===== src/core/csr_core_regs.vh =====
// Purpose : Addresses, field positions and reset values of the core special registers
// Assumes : 8-bit special-function address space, bit address is register base plus index
// Notes   : Definitions only
`ifndef CSR_CORE_REGS_VH
`define CSR_CORE_REGS_VH

// ==================================================
// Register byte addresses
`define CSR_ADDR_STACK      8'h81
`define CSR_ADDR_FLAGS      8'hd0
`define CSR_ADDR_PRIMARY    8'he0
`define CSR_ADDR_SECOND     8'hf0

// ==================================================
// Reset values
`define CSR_RST_STACK       8'h07
`define CSR_RST_FLAGS       8'h00
`define CSR_RST_PRIMARY     8'h00
`define CSR_RST_SECOND      8'h00

// ==================================================
// Flag word field positions
`define CSR_FLD_CARRY       7
`define CSR_FLD_HALF        6
`define CSR_FLD_USER0       5
`define CSR_FLD_BANK_HI     4
`define CSR_FLD_BANK_LO     3
`define CSR_FLD_EXCESS      2
`define CSR_FLD_USER1       1
`define CSR_FLD_PARITY      0

// ==================================================
// Bit address decode: bit address = register base | bit index
`define CSR_BIT_IDX_W       3
`define CSR_BIT_BASE_MSB    7
`define CSR_BIT_BASE_LSB    3
`define CSR_BANK_BASE_LSB   3
`define CSR_ONE8            8'h01
`define CSR_MUL_LIMIT       16'h00ff

`endif


===== src/core/csr_core_special_regs.v =====
// Purpose : Stack pointer, primary working register, second operand register and flag word
// Assumes : Datapath and software share one clock; inputs synchronous to I_CLOCK
// Notes   : Software writes win over datapath updates in the same cycle, except the parity flag, which always follows the primary register
`include "csr_core_regs.vh"

module csr_core_special_regs (
   input  wire       I_CLOCK,
   input  wire       I_SYS_RST,
   // Special-function access from software
   input  wire [7:0] I_SFR_ADDR,
   input  wire       I_SFR_WR,
   input  wire [7:0] I_SFR_WDATA,
   input  wire       I_SFR_RD,
   input  wire [7:0] I_BIT_ADDR,
   input  wire       I_BIT_WR,
   input  wire       I_BIT_WVAL,
   // Datapath stack operations
   input  wire       I_PUSH,
   input  wire       I_POP,
   // Datapath results
   input  wire       I_PRIMARY_LD,
   input  wire [7:0] I_PRIMARY_VAL,
   input  wire       I_SECOND_LD,
   input  wire [7:0] I_SECOND_VAL,
   input  wire       I_ADD_OP,
   input  wire       I_SUB_OP,
   input  wire       I_CARRY_IN,
   input  wire [7:0] I_OPND,
   input  wire       I_MUL_OP,
   input  wire       I_DIV_OP,
   input  wire       I_CARRY_LD,
   input  wire       I_CARRY_VAL,
   // Register views
   output reg  [7:0] O_SFR_RDATA,
   output reg        O_SFR_HIT,
   output reg  [7:0] O_STACK_TOP_POINTER,
   output reg  [7:0] O_PUSH_ADDR,
   output reg  [7:0] O_PRIMARY_WORKING_REG,
   output reg  [7:0] O_SECOND_OPERAND_REG,
   output reg  [7:0] O_CPU_FLAGS_WORD,
   output reg  [7:0] O_BANK_BASE
);

   // ==================================================
   // Registers and write merging
   reg  [7:0] sp_r;
   reg  [7:0] acc_r;
   reg  [7:0] sec_r;
   reg  [7:0] flg_r;
   wire [7:0] sp_sw;
   wire [7:0] acc_sw;
   wire [7:0] sec_sw;
   wire [7:0] flg_sw;
   wire       sp_hit;
   wire       acc_hit;
   wire       acc_bhit;
   wire       sec_hit;
   wire       sec_bhit;
   wire       flg_hit;
   wire       flg_bhit;

   // The stack pointer is not bit-addressable; its bit hit is discarded
   csr_bit_merge #(.BASE(`CSR_ADDR_STACK)) u_sp (
      .i_cur(sp_r), .i_addr(I_SFR_ADDR), .i_byte_wr(I_SFR_WR), .i_byte_data(I_SFR_WDATA),
      .i_bit_wr(1'b0), .i_bit_addr(I_BIT_ADDR), .i_bit_val(I_BIT_WVAL),
      .o_next(sp_sw), .o_hit(sp_hit), .o_bit_hit());
   csr_bit_merge #(.BASE(`CSR_ADDR_PRIMARY)) u_acc (
      .i_cur(acc_r), .i_addr(I_SFR_ADDR), .i_byte_wr(I_SFR_WR), .i_byte_data(I_SFR_WDATA),
      .i_bit_wr(I_BIT_WR), .i_bit_addr(I_BIT_ADDR), .i_bit_val(I_BIT_WVAL),
      .o_next(acc_sw), .o_hit(acc_hit), .o_bit_hit(acc_bhit));
   csr_bit_merge #(.BASE(`CSR_ADDR_SECOND)) u_sec (
      .i_cur(sec_r), .i_addr(I_SFR_ADDR), .i_byte_wr(I_SFR_WR), .i_byte_data(I_SFR_WDATA),
      .i_bit_wr(I_BIT_WR), .i_bit_addr(I_BIT_ADDR), .i_bit_val(I_BIT_WVAL),
      .o_next(sec_sw), .o_hit(sec_hit), .o_bit_hit(sec_bhit));
   csr_bit_merge #(.BASE(`CSR_ADDR_FLAGS)) u_flg (
      .i_cur(flg_r), .i_addr(I_SFR_ADDR), .i_byte_wr(I_SFR_WR), .i_byte_data(I_SFR_WDATA),
      .i_bit_wr(I_BIT_WR), .i_bit_addr(I_BIT_ADDR), .i_bit_val(I_BIT_WVAL),
      .o_next(flg_sw), .o_hit(flg_hit), .o_bit_hit(flg_bhit));

   wire acc_sw_wr = acc_hit | acc_bhit;
   wire sec_sw_wr = sec_hit | sec_bhit;
   wire flg_sw_wr = flg_hit | flg_bhit;

   // ==================================================
   // Arithmetic flag computation
   reg  [8:0]  sum9;
   reg  [4:0]  nib5;
   reg  [15:0] prod;
   reg         cy_new;
   reg         ac_new;
   reg         ov_new;
   reg  [7:0]  sp_nxt;
   reg  [7:0]  acc_nxt;
   reg  [7:0]  sec_nxt;
   reg  [7:0]  flg_nxt;
   // Add and subtract report signed two's-complement overflow in the excess flag

   always @* begin
      sum9   = 9'h000;
      nib5   = 5'h00;
      prod   = {8'h00, acc_r} * {8'h00, sec_r};
      cy_new = flg_r[`CSR_FLD_CARRY];
      ac_new = flg_r[`CSR_FLD_HALF];
      ov_new = flg_r[`CSR_FLD_EXCESS];
      if (I_ADD_OP) begin
         sum9   = {1'b0, acc_r} + {1'b0, I_OPND} + {8'h00, I_CARRY_IN};
         nib5   = {1'b0, acc_r[3:0]} + {1'b0, I_OPND[3:0]} + {4'h0, I_CARRY_IN};
         cy_new = sum9[8];
         ac_new = nib5[4];
         ov_new = (acc_r[7] == I_OPND[7]) && (sum9[7] != acc_r[7]);
      end else if (I_SUB_OP) begin
         sum9   = {1'b0, acc_r} - {1'b0, I_OPND} - {8'h00, I_CARRY_IN};
         nib5   = {1'b0, acc_r[3:0]} - {1'b0, I_OPND[3:0]} - {4'h0, I_CARRY_IN};
         cy_new = sum9[8];
         ac_new = nib5[4];
         ov_new = (acc_r[7] != I_OPND[7]) && (sum9[7] != acc_r[7]);
      end else if (I_MUL_OP) begin
         cy_new = 1'b0;
         ov_new = prod > `CSR_MUL_LIMIT;
      end else if (I_DIV_OP) begin
         cy_new = 1'b0;
         ov_new = (sec_r == 8'h00);
      end else if (I_CARRY_LD) begin
         cy_new = I_CARRY_VAL;
      end

      // Stack pointer: software write wins, push pre-increments
      sp_nxt = sp_r;
      if (sp_hit) begin
         sp_nxt = sp_sw;
      end else if (I_PUSH) begin
         sp_nxt = sp_r + `CSR_ONE8;
      end else if (I_POP) begin
         sp_nxt = sp_r - `CSR_ONE8;
      end

      acc_nxt = acc_sw_wr ? acc_sw : (I_PRIMARY_LD ? I_PRIMARY_VAL : acc_r);
      sec_nxt = sec_sw_wr ? sec_sw : (I_SECOND_LD ? I_SECOND_VAL : sec_r);

      // User flag zero only moves through software paths
      flg_nxt = flg_r;
      flg_nxt[`CSR_FLD_CARRY]  = cy_new;
      flg_nxt[`CSR_FLD_HALF]   = ac_new;
      flg_nxt[`CSR_FLD_EXCESS] = ov_new;
      if (flg_sw_wr) begin
         flg_nxt = flg_sw;
      end
      flg_nxt[`CSR_FLD_PARITY] = ^acc_nxt;
   end

   // ==================================================
   // State and outputs
   always @(posedge I_CLOCK) begin
      if (I_SYS_RST) begin
         sp_r  <= `CSR_RST_STACK;
         acc_r <= `CSR_RST_PRIMARY;
         sec_r <= `CSR_RST_SECOND;
         flg_r <= `CSR_RST_FLAGS;
         O_SFR_RDATA           <= 8'h00;
         O_SFR_HIT             <= 1'b0;
         O_STACK_TOP_POINTER   <= `CSR_RST_STACK;
         O_PUSH_ADDR           <= `CSR_RST_STACK + `CSR_ONE8;
         O_PRIMARY_WORKING_REG <= `CSR_RST_PRIMARY;
         O_SECOND_OPERAND_REG  <= `CSR_RST_SECOND;
         O_CPU_FLAGS_WORD      <= `CSR_RST_FLAGS;
         O_BANK_BASE           <= 8'h00;
      end else begin
         sp_r  <= sp_nxt;
         acc_r <= acc_nxt;
         sec_r <= sec_nxt;
         flg_r <= flg_nxt;
         O_STACK_TOP_POINTER   <= sp_nxt;
         O_PUSH_ADDR           <= sp_nxt + `CSR_ONE8;
         O_PRIMARY_WORKING_REG <= acc_nxt;
         O_SECOND_OPERAND_REG  <= sec_nxt;
         O_CPU_FLAGS_WORD      <= flg_nxt;
         O_BANK_BASE <= {3'h0, flg_nxt[`CSR_FLD_BANK_HI:`CSR_FLD_BANK_LO],
                         3'h0};
         O_SFR_HIT   <= 1'b0;
         O_SFR_RDATA <= 8'h00;
         if (I_SFR_RD) begin
            case (I_SFR_ADDR)
               `CSR_ADDR_STACK: begin
                  O_SFR_RDATA <= sp_r;
                  O_SFR_HIT   <= 1'b1;
               end
               `CSR_ADDR_FLAGS: begin
                  O_SFR_RDATA <= flg_r;
                  O_SFR_HIT   <= 1'b1;
               end
               `CSR_ADDR_PRIMARY: begin
                  O_SFR_RDATA <= acc_r;
                  O_SFR_HIT   <= 1'b1;
               end
               `CSR_ADDR_SECOND: begin
                  O_SFR_RDATA <= sec_r;
                  O_SFR_HIT   <= 1'b1;
               end
               default: begin
                  O_SFR_RDATA <= 8'h00;
               end
            endcase
         end
      end
   end

endmodule // csr_core_special_regs


===== src/core/csr_bit_merge.v =====
// Purpose : Applies one byte write or one single-bit write to an 8-bit register image
// Assumes : Byte and bit writes for one register never arrive in the same cycle
// Notes   : Pure combinational; the owner register holds the flop
`include "csr_core_regs.vh"

module csr_bit_merge #(
   parameter [7:0] BASE = 8'h00
) (
   input  wire [7:0] i_cur,
   input  wire [7:0] i_addr,
   input  wire       i_byte_wr,
   input  wire [7:0] i_byte_data,
   input  wire       i_bit_wr,
   input  wire [7:0] i_bit_addr,
   input  wire       i_bit_val,
   output reg  [7:0] o_next,
   output reg        o_hit,
   output reg        o_bit_hit
);

   always @* begin
      o_hit     = i_byte_wr && (i_addr == BASE);
      o_bit_hit = i_bit_wr && (i_bit_addr[`CSR_BIT_BASE_MSB:`CSR_BIT_BASE_LSB]
                  == BASE[`CSR_BIT_BASE_MSB:`CSR_BIT_BASE_LSB]);
      o_next    = i_cur;
      if (o_hit) begin
         o_next = i_byte_data;
      end else if (o_bit_hit) begin
         o_next[i_bit_addr[`CSR_BIT_IDX_W-1:0]] = i_bit_val;
      end
   end

endmodule // csr_bit_merge


===== config.mk =====
export PLATFORM = sky130hd
export DESIGN_NAME = csr_core_special_regs
export DESIGN_NICKNAME = d
export VERILOG_FILES = /design/src/core/csr_core_special_regs.v /design/src/core/csr_bit_merge.v
export VERILOG_INCLUDE_DIRS = /design/src /design/src/core
export SDC_FILE = /design/constraint.sdc
export NUM_CORES = 1
export LEC_CHECK = 0
export BUFFER_PORTS_ARGS = -buffer_cell sky130_fd_sc_hd__buf_2
export CORE_MARGIN = 3
export CORE_UTILIZATION = 45
export DETAILED_ROUTE_END_ITERATION = 10
export MAX_ROUTING_LAYER = met4
export PLACE_DENSITY = 0.66
export SLEW_MARGIN = 20
export SYNTH_ARGS = -nofsm -noshare
export SYNTH_HDL_FRONTEND = slang
export SYNTH_HIERARCHICAL = 1
export SYNTH_SLANG_ARGS = --single-unit

===== constraint.sdc =====
create_clock -name I_CLOCK -period 13.7 [get_ports I_CLOCK]
set_input_delay 2.74 -clock I_CLOCK [delete_from_list [all_inputs] [get_ports I_CLOCK]]
set_output_delay 2.74 -clock I_CLOCK [all_outputs]
set_load 0.05 [all_outputs]

# == After elaboration in Yosys (flattened, before gate mapping) ==
# Cells that the tools add are included.
# op_classes
magnitude_cmp,3
n_mux,32
n_div,0
bitwise_logic,4
reduce_logical,24
shifts,0
multipliers,1
eq_ne,13
n_addsub,11
# ops
cell,n
8-bit two-way mux,14
8-bit == test (second input constant),4
8-bit one-hot mux with 4 select lines,1
8-bit bitwise mux,3
8-bit by 1-bit adder with 8-bit output (second input constant),2
16-bit by 8-bit greater-than comparator with 1-bit output (second input constant),1
8-bit by 8-bit multiplier with 16-bit output,1
5-bit == test (second input constant),3
1-bit two-way mux,13
1-bit logical AND,10
2-bit AND reduction,5
8-bit by 8-bit adder with 9-bit output,1
9-bit by 1-bit adder with 9-bit output,1
8-bit by 8-bit subtractor with 9-bit output,1
9-bit by 1-bit subtractor with 9-bit output,1
8-bit zero test,1
8-bit parity,1
8-bit by 1-bit subtractor with 8-bit output (second input constant),1
3-bit inequality test (second input constant),2
6-bit nonzero test,1
4-bit by 4-bit adder with 5-bit output,1
5-bit by 1-bit adder with 5-bit output,1
5-bit nonzero test,1
4-bit by 4-bit subtractor with 5-bit output,1
12 further kinds,17
# totals
output_inout_bits,57
latchBits,0
mem_bits_rw,0
in_bits,65
wordCells,101
memories,0
rom_bits,0
ff_bits,57

# == Longest topological paths before layout ==
# Gate-level depths: netlist of the first run.
# logic_depth
depth_word,9
depth_mapped,17
depth_no_buf,16

# == By module ==
# Netlist of the first run, hierarchy kept.
# by_module_without_submodules
mod,cells_each,n_inst,area_each_um2,seq_area_each_um2
csr_core_special_regs,650,1,5451.5,980.9
csr_bit_merge at u_acc ...,56,2,369.1,0.0
csr_bit_merge at u_sp,58,1,380.4,0.0
csr_bit_merge at u_sec,55,1,360.3,0.0

# == Worst setup path after synthesis of the first run ==
# Ideal clock, no wire load.
# synth_path
path_kind,input port to flip-flop
startpoint,in I_SFR_ADDR[1]
endpoint,reg O_PUSH_ADDR[7]
t_arrival_ns,5.373
cell_stages,11
setup_slack_ns,8.206
path_buffers,3
path_cell_list,or3b_1 > buf_6 > or3_1 > buf_6 > inv_1 > buf_2 > nor2_1 > a311oi_1 > nand3_1 > nor4_1 > mux2_2
# synth_via
elab_chain_cells,4
# synth_rtl
item,line,rtl
"start, declared",csr_core_special_regs.v:10,"input wire [7:0] I_SFR_ADDR,"
8-bit == test,csr_bit_merge.v:22,o_hit = i_byte_wr && (i_addr == BASE);
1-bit logical AND,csr_bit_merge.v:22,
net sp_hit,csr_core_special_regs.v:54,wire sp_hit;
8-bit two-way mux,csr_core_special_regs.v:129,if (sp_hit) begin
8-bit by 1-bit adder with 8-bit output (no source line),-,
"end signal, assigned",csr_core_special_regs.v:162,O_PUSH_ADDR <= `CSR_RST_STACK + `CSR_ONE8;
"end signal, assigned",csr_core_special_regs.v:173,O_PUSH_ADDR <= sp_nxt + `CSR_ONE8;
"end, declared",csr_core_special_regs.v:37,"output reg [7:0] O_PUSH_ADDR,"
# The timed path passes the listed nets, and every way through them passes these cells.
# A chain may end at the register's enable or synchronous reset.

# == Worst setup path in the final report of the first run ==
# Ends and elaborated chain as after synthesis.

==> qor.csv, run 1 <==
metric,value,unit
status,"complete, no violations",
fmax,0.1733,GHz
area_growth,9.521,%
numPortBuffers,115,
post-route-min-period,5769,ps
rsz0062_at_grt,no,
cp.required,13890,ps
cp-end-kind,register,
p_sw,201.4,µW
grt_pass1_vias,6151,
grt_start_max_net_pins,38,
numCtsBuffers,5,
htreeDepth,2,
first_iter_violations,688,
vias,6837,
p_int,289.1,µW
fin_nets,1099,
dieArea,16850,µm²
post-route-period-util,0.4211,
antenna_found_initial,0,
cts_tree,yes,
seq_power_share,0.355,
syn_inst,870,
crit_fanout,12,
clock_skew,4.142,ps
rows,44,
start_util,0.4676,
cap_violations,0,
cts_resized,0,
vdd_ir_drop_max,0.05338,mV
grt_pass1_wl,31660,µm
gp_congestion,0.9404,
finalSetupViolCount,0,
hold_buffers,0,
powerDensity,64.91,nW/µm²
leakage,3.504,nW
cts_root_buf,clkbuf_16,
p_clk_frac,0.253,
clk_latency,300,ps
synth_area,6899,µm²
p_sw_frac,0.4107,
startpoint_type,input pin,
p_total,490.5,µW
crit_arrival,5960,ps
antenna_cells,0,
worstMarginPinSlew,1098,ps
fin_setup_tns,0,ps
io_pins,122,
die_h,129.8,µm
syn_area_per_cell,7.930,µm²
grt_usage,0.2402,
hp-class,reg2reg,
timing.final.ws_setup,7931,ps
p_comb_frac,0.392,
drive_gt1_frac,0.1704,
place_ws,7623,ps
hold_viol,0,
drc,0,
detail_route.wl_per_cell,18.08,µm
drtPass1Iterations,7,
yosysWarnings,6,
core_area,14750,µm²
clock_sinks,49,
die_width,129.8,µm
maxSlewViolCount,0,
clkTransAtPathRegs,70,ps
overflow,0,
slew_headroom,0.2580,
vias_per_cell,6.088,
drtAntennaViolNets,0,
hpwl,15660,µm
clk_path_buf_depth,2,
wl,20300,µm
critPathKind,in2reg,
postCtsSetupRepairBufs,0,
## worst paths after layout
kind | from | endpoint | slack (ps) | cells past startpoint
worst min-delay path | flg_r[5] | flg_r[5] | 550 | 2
worst min register to register | flg_r[5] | flg_r[5] | 550 | 2
worst max register to register | acc_r[1] | flg_r[2] | 8420 | 15
worst max-delay path | I_SFR_ADDR[1] | O_PUSH_ADDR[7] | 7930 | 10
## flip-flops by register name, indices dropped and copies added, names as in the netlist
signal / cells
O_BANK_BASE: 2
O_PUSH_ADDR: 8
O_SFR_HIT: 1
O_SFR_RDATA: 8
acc_r: 8
flg_r: 6
sec_r: 8
sp_r: 8
## power groups by stage
stage / logic [mW] / registers [mW] / clock network [mW]
6_report: 0.192 / 0.174 / 0.124
5_1_grt: 0.212 / 0.176 / 0.131
3_5_place_dp: 0.191 / 0.177 / 0
3_3_place_gp: 0.190 / 0.177 / 0
2_1_floorplan: 0.116 / 0.195 / 0
4_1_cts: 0.192 / 0.174 / 0.125
## final cells by class
| class | count | area, µm² |
|---|---|---|
| clock buffer | 5 | 125.1 |
| clock inverter | 3 | 22.52 |
| fill | 1496 | 7198 |
| tap | 184 | 230.2 |
| sequential | 49 | 980.9 |
| timing repair buffer | 117 | 590.6 |
| inverter | 87 | 326.6 |
| multi-input combinational | 678 | 5280 |
## cell usage in the layout (no fill, tap or decap), types with 33 or more instances in the layout
| cell type | count |
|---|---|
| a31oi_1 | 33 |
| and2_1 | 50 |
| buf_2 | 115 |
| dfxtp_1 | 49 |
| fa_1 | 38 |
| ha_1 | 58 |
| inv_1 | 87 |
| nand2_1 | 54 |
| nand3_1 | 36 |
| nor2_1 | 66 |
| nor4_1 | 34 |
## metrics by stage
stage,area (µm²),cells,hold slack (ps),util
3_3_place_gp,7408,1115,529.5,0.5021
4_1_cts,7556,1123,552.4,0.5121
5_1_grt,7556,1123,591.7,0.5121
6_report,7556,1123,550.1,0.5121
2_1_floorplan,6925,877,686.8,-
3_5_place_dp,7408,1115,543.3,0.5021
## layer usage
metal	vias to the layer above	wire length (µm)	track usage
met5	-	0	-
met4	0	374	0.05318
met3	36	1554	0.03725
met2	269	9157	0.3691
met1	3257	9215	0.3351
li1	3275	-	-
## worst max-delay path, cell delays in order
cell      delay [ps]
buf_2            120
or3b_1           510
or3_1            490
inv_1            300
nand2b_1         150
a21oi_1           40
a311oi_1         600
nand3_1          280
nor4_1           350
mux2_2           360
Power figures use the tool's default switching activity.
==> inputs of run 2 (changes only) <==
==> constraint.sdc (replaced) <==
create_clock -name I_CLOCK -period 6 [get_ports I_CLOCK]
set_input_delay 1.2 -clock I_CLOCK [delete_from_list [all_inputs] [get_ports I_CLOCK]]
set_output_delay 1.2 -clock I_CLOCK [all_outputs]
set_load 0.05 [all_outputs]
==> qor.csv, run 2 (synthesis results as in run 1) <==
metric,value,unit
numCtsBuffers,5,
rows,44,
io_pins,122,
final_cells,1128,
core_area,14750,µm²
vias_per_cell,6.078,
worstMarginPinSlew,1146,ps
post-route-period-util,0.8343,
clock_skew,2.191,ps
rrSetupSlack,990,ps
wl_met1,9136,µm
powerDensity,153.6,nW/µm²
start_util,0.4676,
rsz0062_at_grt,no,
fmax,0.1998,GHz
antenna_cells,0,
antenna_found_initial,0,
crit_fanout,14,
crit_arrival,5220,ps
cts_root_buf,clkbuf_16,
grt_pass1_vias,6259,
drive_gt1_frac,0.1748,
vias,6856,
grt_pass1_wl,32610,µm
slew_headroom,0.2253,
critPathKind,reg2reg,
layout_commonest_cell,buf_2,
fin_setup_tns,0,ps
status,"complete, no violations",
htreeDepth,2,
dieArea,16850,µm²
overflow,0,
hp-class,reg2reg,
p_sw,464.6,µW
numPortBuffers,115,
leakage,3.538,nW
vdd_ir_drop_max,0.1197,mV
hold_viol,0,
grt_start_max_net_pins,38,
detail_route.wl_per_cell,18.32,µm
routed.top_layer,met4,
wl_met3,1765,µm
final_cell_mix,"buf_2, inv_1, nor2_1, ha_1, nand2_1",
drtPass1Iterations,7,
clock_sinks,49,
clk_path_buf_depth,2,
hold_buffers,0,
p_total,1.170,mW
startpoint_type,register,
maxSlewViolCount,0,
r2r_cells,15,
wl,20670,µm
p_int,705.7,µW
cts_tree,yes,
cp.required,6220,ps
area_growth,10.45,%
p_clk_frac,0.281,
gp_congestion,0.9528,
min_delay_worst_endpoint,flg_r[1],
die_width,129.8,µm
first_iter_violations,878,
r2r-start,acc_r[1],
fin_nets,1104,
cap_violations,0,
clk_latency,300,ps
hold_depth,2,
cp-end-kind,register,
cts_resized,0,
p_comb_frac,0.387,
die_h,129.8,µm
min_from,flg_r[1],
seq_power_share,0.332,
wl_met2,9477,µm
p_sw_frac,0.3970,
hpwl,15940,µm
grt_usage,0.2470,
post-route-min-period,5006,ps
finalSetupViolCount,0,
postCtsSetupRepairBufs,0,
drc,0,
clkTransAtPathRegs,70,ps
r2r-end,flg_r[2],
dpl.cell_count,1120,
drtAntennaViolNets,0,
-- run 2: area by class of cell --
type | count | area [µm²]
Sequential cell | 49 | 980.9
Clock inverter | 2 | 38.79
Clock buffer | 6 | 128.9
Inverter | 87 | 326.6
Fill cell | 1475 | 7134
Timing Repair Buffer | 122 | 628.1
Multi-Input combinational cell | 678 | 5286
Tap cell | 184 | 230.2
-- run 2: power groups by stage --
stage	logic, mW	clock network, mW	registers [mW]
after floorplan	0.265	0	0.446
after global placement	0.447	0	0.394
after detailed placement	0.449	0	0.395
after CTS	0.452	0.331	0.387
after global routing	0.497	0.345	0.392
final	0.453	0.329	0.388
-- run 2: per-stage QoR --
stage               hold slack, ps    util  instance area [µm²]  worst slack [ps]
floorplan                    686.8       -                 6925              1035
global placement             530.9  0.5047                 7446              1116
detailed placement           532.1  0.5047                 7446             986.9
CTS                          543.4  0.5160                 7614             971.3
global route                 585.9  0.5165                 7620             590.6
finish                       554.5  0.5165                 7620             994.0
-- run 2: how the worst max path moves through the flow --
stage | startpoint | to | slack [ps] | cells after the start
after floorplan | sec_r[7] | flg_r[2] | 1040 | 16
after global placement | acc_r[1] | flg_r[2] | 1120 | 15
after detailed placement | acc_r[1] | flg_r[2] | 990 | 15
after CTS | acc_r[1] | flg_r[2] | 970 | 15
after global routing | acc_r[1] | flg_r[2] | 590 | 15
final | acc_r[1] | flg_r[2] | 990 | 15
-- run 2: critical path, cell delays in order, from the launching register on --
cell	delay [ps]
dfxtp_1	710
nand2_1	170
fa_1	520
fa_1	550
inv_1	60
fa_1	530
inv_1	50
fa_1	520
inv_1	40
ha_1	350
and3_1	200
a221oi_1	460
a22oi_1	200
o31ai_1	260
nor4bb_1	80
a211oi_1	210
-- run 2: layer usage --
layer / vias to the layer above / track usage
met5: - / -
met4: 0 / 0.04707
met3: 32 / 0.03807
met2: 321 / 0.3876
met1: 3221 / 0.3413
li1: 3282 / -
==> inputs of run 3 (changes only) <==
--- a/config.mk
+++ b/config.mk
@@ -11,7 +11,7 @@
 export CORE_UTILIZATION = 45
 export DETAILED_ROUTE_END_ITERATION = 10
 export MAX_ROUTING_LAYER = met4
-export PLACE_DENSITY = 0.66
+export PLACE_DENSITY = 0.69
 export SLEW_MARGIN = 20
 export SYNTH_ARGS = -nofsm -noshare
 export SYNTH_HDL_FRONTEND = slang
==> constraint.sdc (replaced) <==
create_clock -name I_CLOCK -period 4.35 [get_ports I_CLOCK]
set_input_delay 0.87 -clock I_CLOCK [delete_from_list [all_inputs] [get_ports I_CLOCK]]
set_output_delay 0.87 -clock I_CLOCK [all_outputs]
set_load 0.05 [all_outputs]
==> qor.csv, run 3 (synthesis results as in run 1) <==
metric,value,unit
status,"complete, no violations",
maxSlewViolCount,0,
crit_buf_inv,4,
die_h,129.8,µm
drc,0,
critPathKind,reg2reg,
hold_buffers,0,
vdd_ir_drop_max,0.1859,mV
layout_commonest_cell,buf_2,
cp-end-kind,register,
grt_usage,0.2505,
min_delay_worst_endpoint,flg_r[1],
grt_start_max_net_pins,37,
powerDensity,201.2,nW/µm²
start_util,0.4676,
vias,7102,
post-route-util,0.5436,
overflow,0,
nFillCells,1416,
leakage,3.683,nW
crit_arrival,4380,ps
antenna_found_initial,0,
fmax,0.2373,GHz
rsz0062_at_grt,no,
die_width,129.8,µm
rrSetupSlack,140,ps
clock_skew,6.016,ps
wl,21280,µm
cp.required,4520,ps
cts_tree,yes,
drive_gt1_frac,0.2410,
detail_route.wl_per_cell,18.36,µm
startpoint_type,register,
cap_violations,0,
fin_setup_tns,0,ps
first_iter_violations,688,
clk_latency,290,ps
post-route-period-util,0.9686,
crit_fanout,6,
grt_pass1_vias,6474,
clk_path_buf_depth,2,
gp_congestion,0.9583,
fin_nets,1135,
drtPass1Iterations,5,
hp-class,reg2reg,
io_pins,122,
numCtsBuffers,5,
min_from,flg_r[1],
dieArea,16850,µm²
final_cell_mix,"buf_2, inv_1, nor2_1, ha_1, nand2_1",
r2r_cells,16,
finalSetupViolCount,0,
cpPeakStageDelay,520,ps
rows,44,
drtAntennaViolNets,0,
r2r-end,flg_r[2],
hold_depth,2,
cts_root_buf,clkbuf_16,
worstMarginPinSlew,1202,ps
clock_sinks,49,
hold_viol,0,
numPortBuffers,115,
htreeDepth,2,
crit_path_cell_trace,"clkbuf_2, buf_4, and2_1, fa_2, fa_1, ha_1, inv_1, fa_1, inv_1, ha_4, and3_4, a221oi_4, mux2i_1, o31ai_2, nor4bb_2, a211oi_1",
core_area,14750,µm²
hpwl,16560,µm
vias_per_cell,6.128,
cp_top_family,adder cells,
clkTransAtPathRegs,70,ps
grt_pass1_wl,33280,µm
post-route-min-period,4213,ps
r2r-start,sec_r[2],
cp_slowest_cell,fa_1,
antenna_cells,0,
slew_headroom,0.1879,
area_growth,16.25,%
[run 3: cell types whose count changed in the layout (fill, tap and decap cells not counted), sizes merged]
| cell | before | now |
|---|---|---|
| clkinv | 1 | 0 |
| clkinvlp | 0 | 1 |
| buf | 122 | 152 |
| inv | 87 | 89 |
| bufinv | 1 | 0 |
[run 3: power breakdown]
part | switching (mW) | internal (mW) | leakage [nW] | total (mW)
clock | 0.183 | 0.218 | 0.0708 | 0.401
combinational | 0.439 | 0.256 | 3.20 | 0.695
sequential | 0.0419 | 0.476 | 0.410 | 0.518
total | 0.664 | 0.950 | 3.68 | 1.61
[run 3: final cells by class]
class	count	area (µm²)	area share
timing repair buffer	153	858.3	0.1070
multi-input combinational	678	5424	0.6763
sequential	49	1031	0.1285
tap	184	230.2	0.02871
inverter	87	326.6	0.04072
clock buffer	5	125.1	0.01560
clock inverter	3	25.02	0.003120
[run 3: what timing repair did]
item / CTS / global route
setup endpoints to repair: 1 / 1
pin swaps: 2 / 19
resized for setup: 4 / 21
buffers inserted: 2 / 10
[run 3: worst register-to-register path: stages (launching register included)]
cell and delay [ps]:
dfxtp_4 370, clkbuf_2 160, buf_4 170, and2_1 160
fa_2 350, fa_1 480, ha_1 290, inv_1 50
fa_1 520, inv_1 60, ha_4 250, and3_4 160
a221oi_4 310, mux2i_1 260, o31ai_2 100, nor4bb_2 280
a211oi_1 110
[run 3: stage by stage]
stage	instances	instance area, µm²	power, mW	hold slack, ps	worst slack [ps]
2_1_floorplan	877	7064	0.9895	667.9	5.065
3_3_place_gp	1139	7674	1.179	534.0	90.78
3_5_place_dp	1139	7674	1.184	539.6	-76.82
4_1_cts	1149	7858	1.584	551.2	7.856
5_1_grt	1159	8020	1.703	589.6	15.58
6_report	1159	8020	1.614	554.6	136.6
[run 3: worst max path at each step]
stage               cells past startpoint  endpoint  startpoint  slack, ps
floorplan                              15  flg_r[2]    acc_r[6]          5
global placement                       14  flg_r[2]    acc_r[1]         90
detailed placement                     14  flg_r[2]    acc_r[1]        -80
CTS                                    14  flg_r[2]    acc_r[1]          8
global route                           16  flg_r[2]    sec_r[2]         20
finish                                 16  flg_r[2]    sec_r[2]        140
[run 3: per-layer routing]
metal / up-vias / GRT usage / share of wire
li1: 3344 / - / -
met1: 3314 / 0.3562 / 0.43
met2: 399 / 0.3770 / 0.45
met3: 45 / 0.03807 / 0.098
met4: 0 / 0.05685 / 0.024
met5: - / - / 0
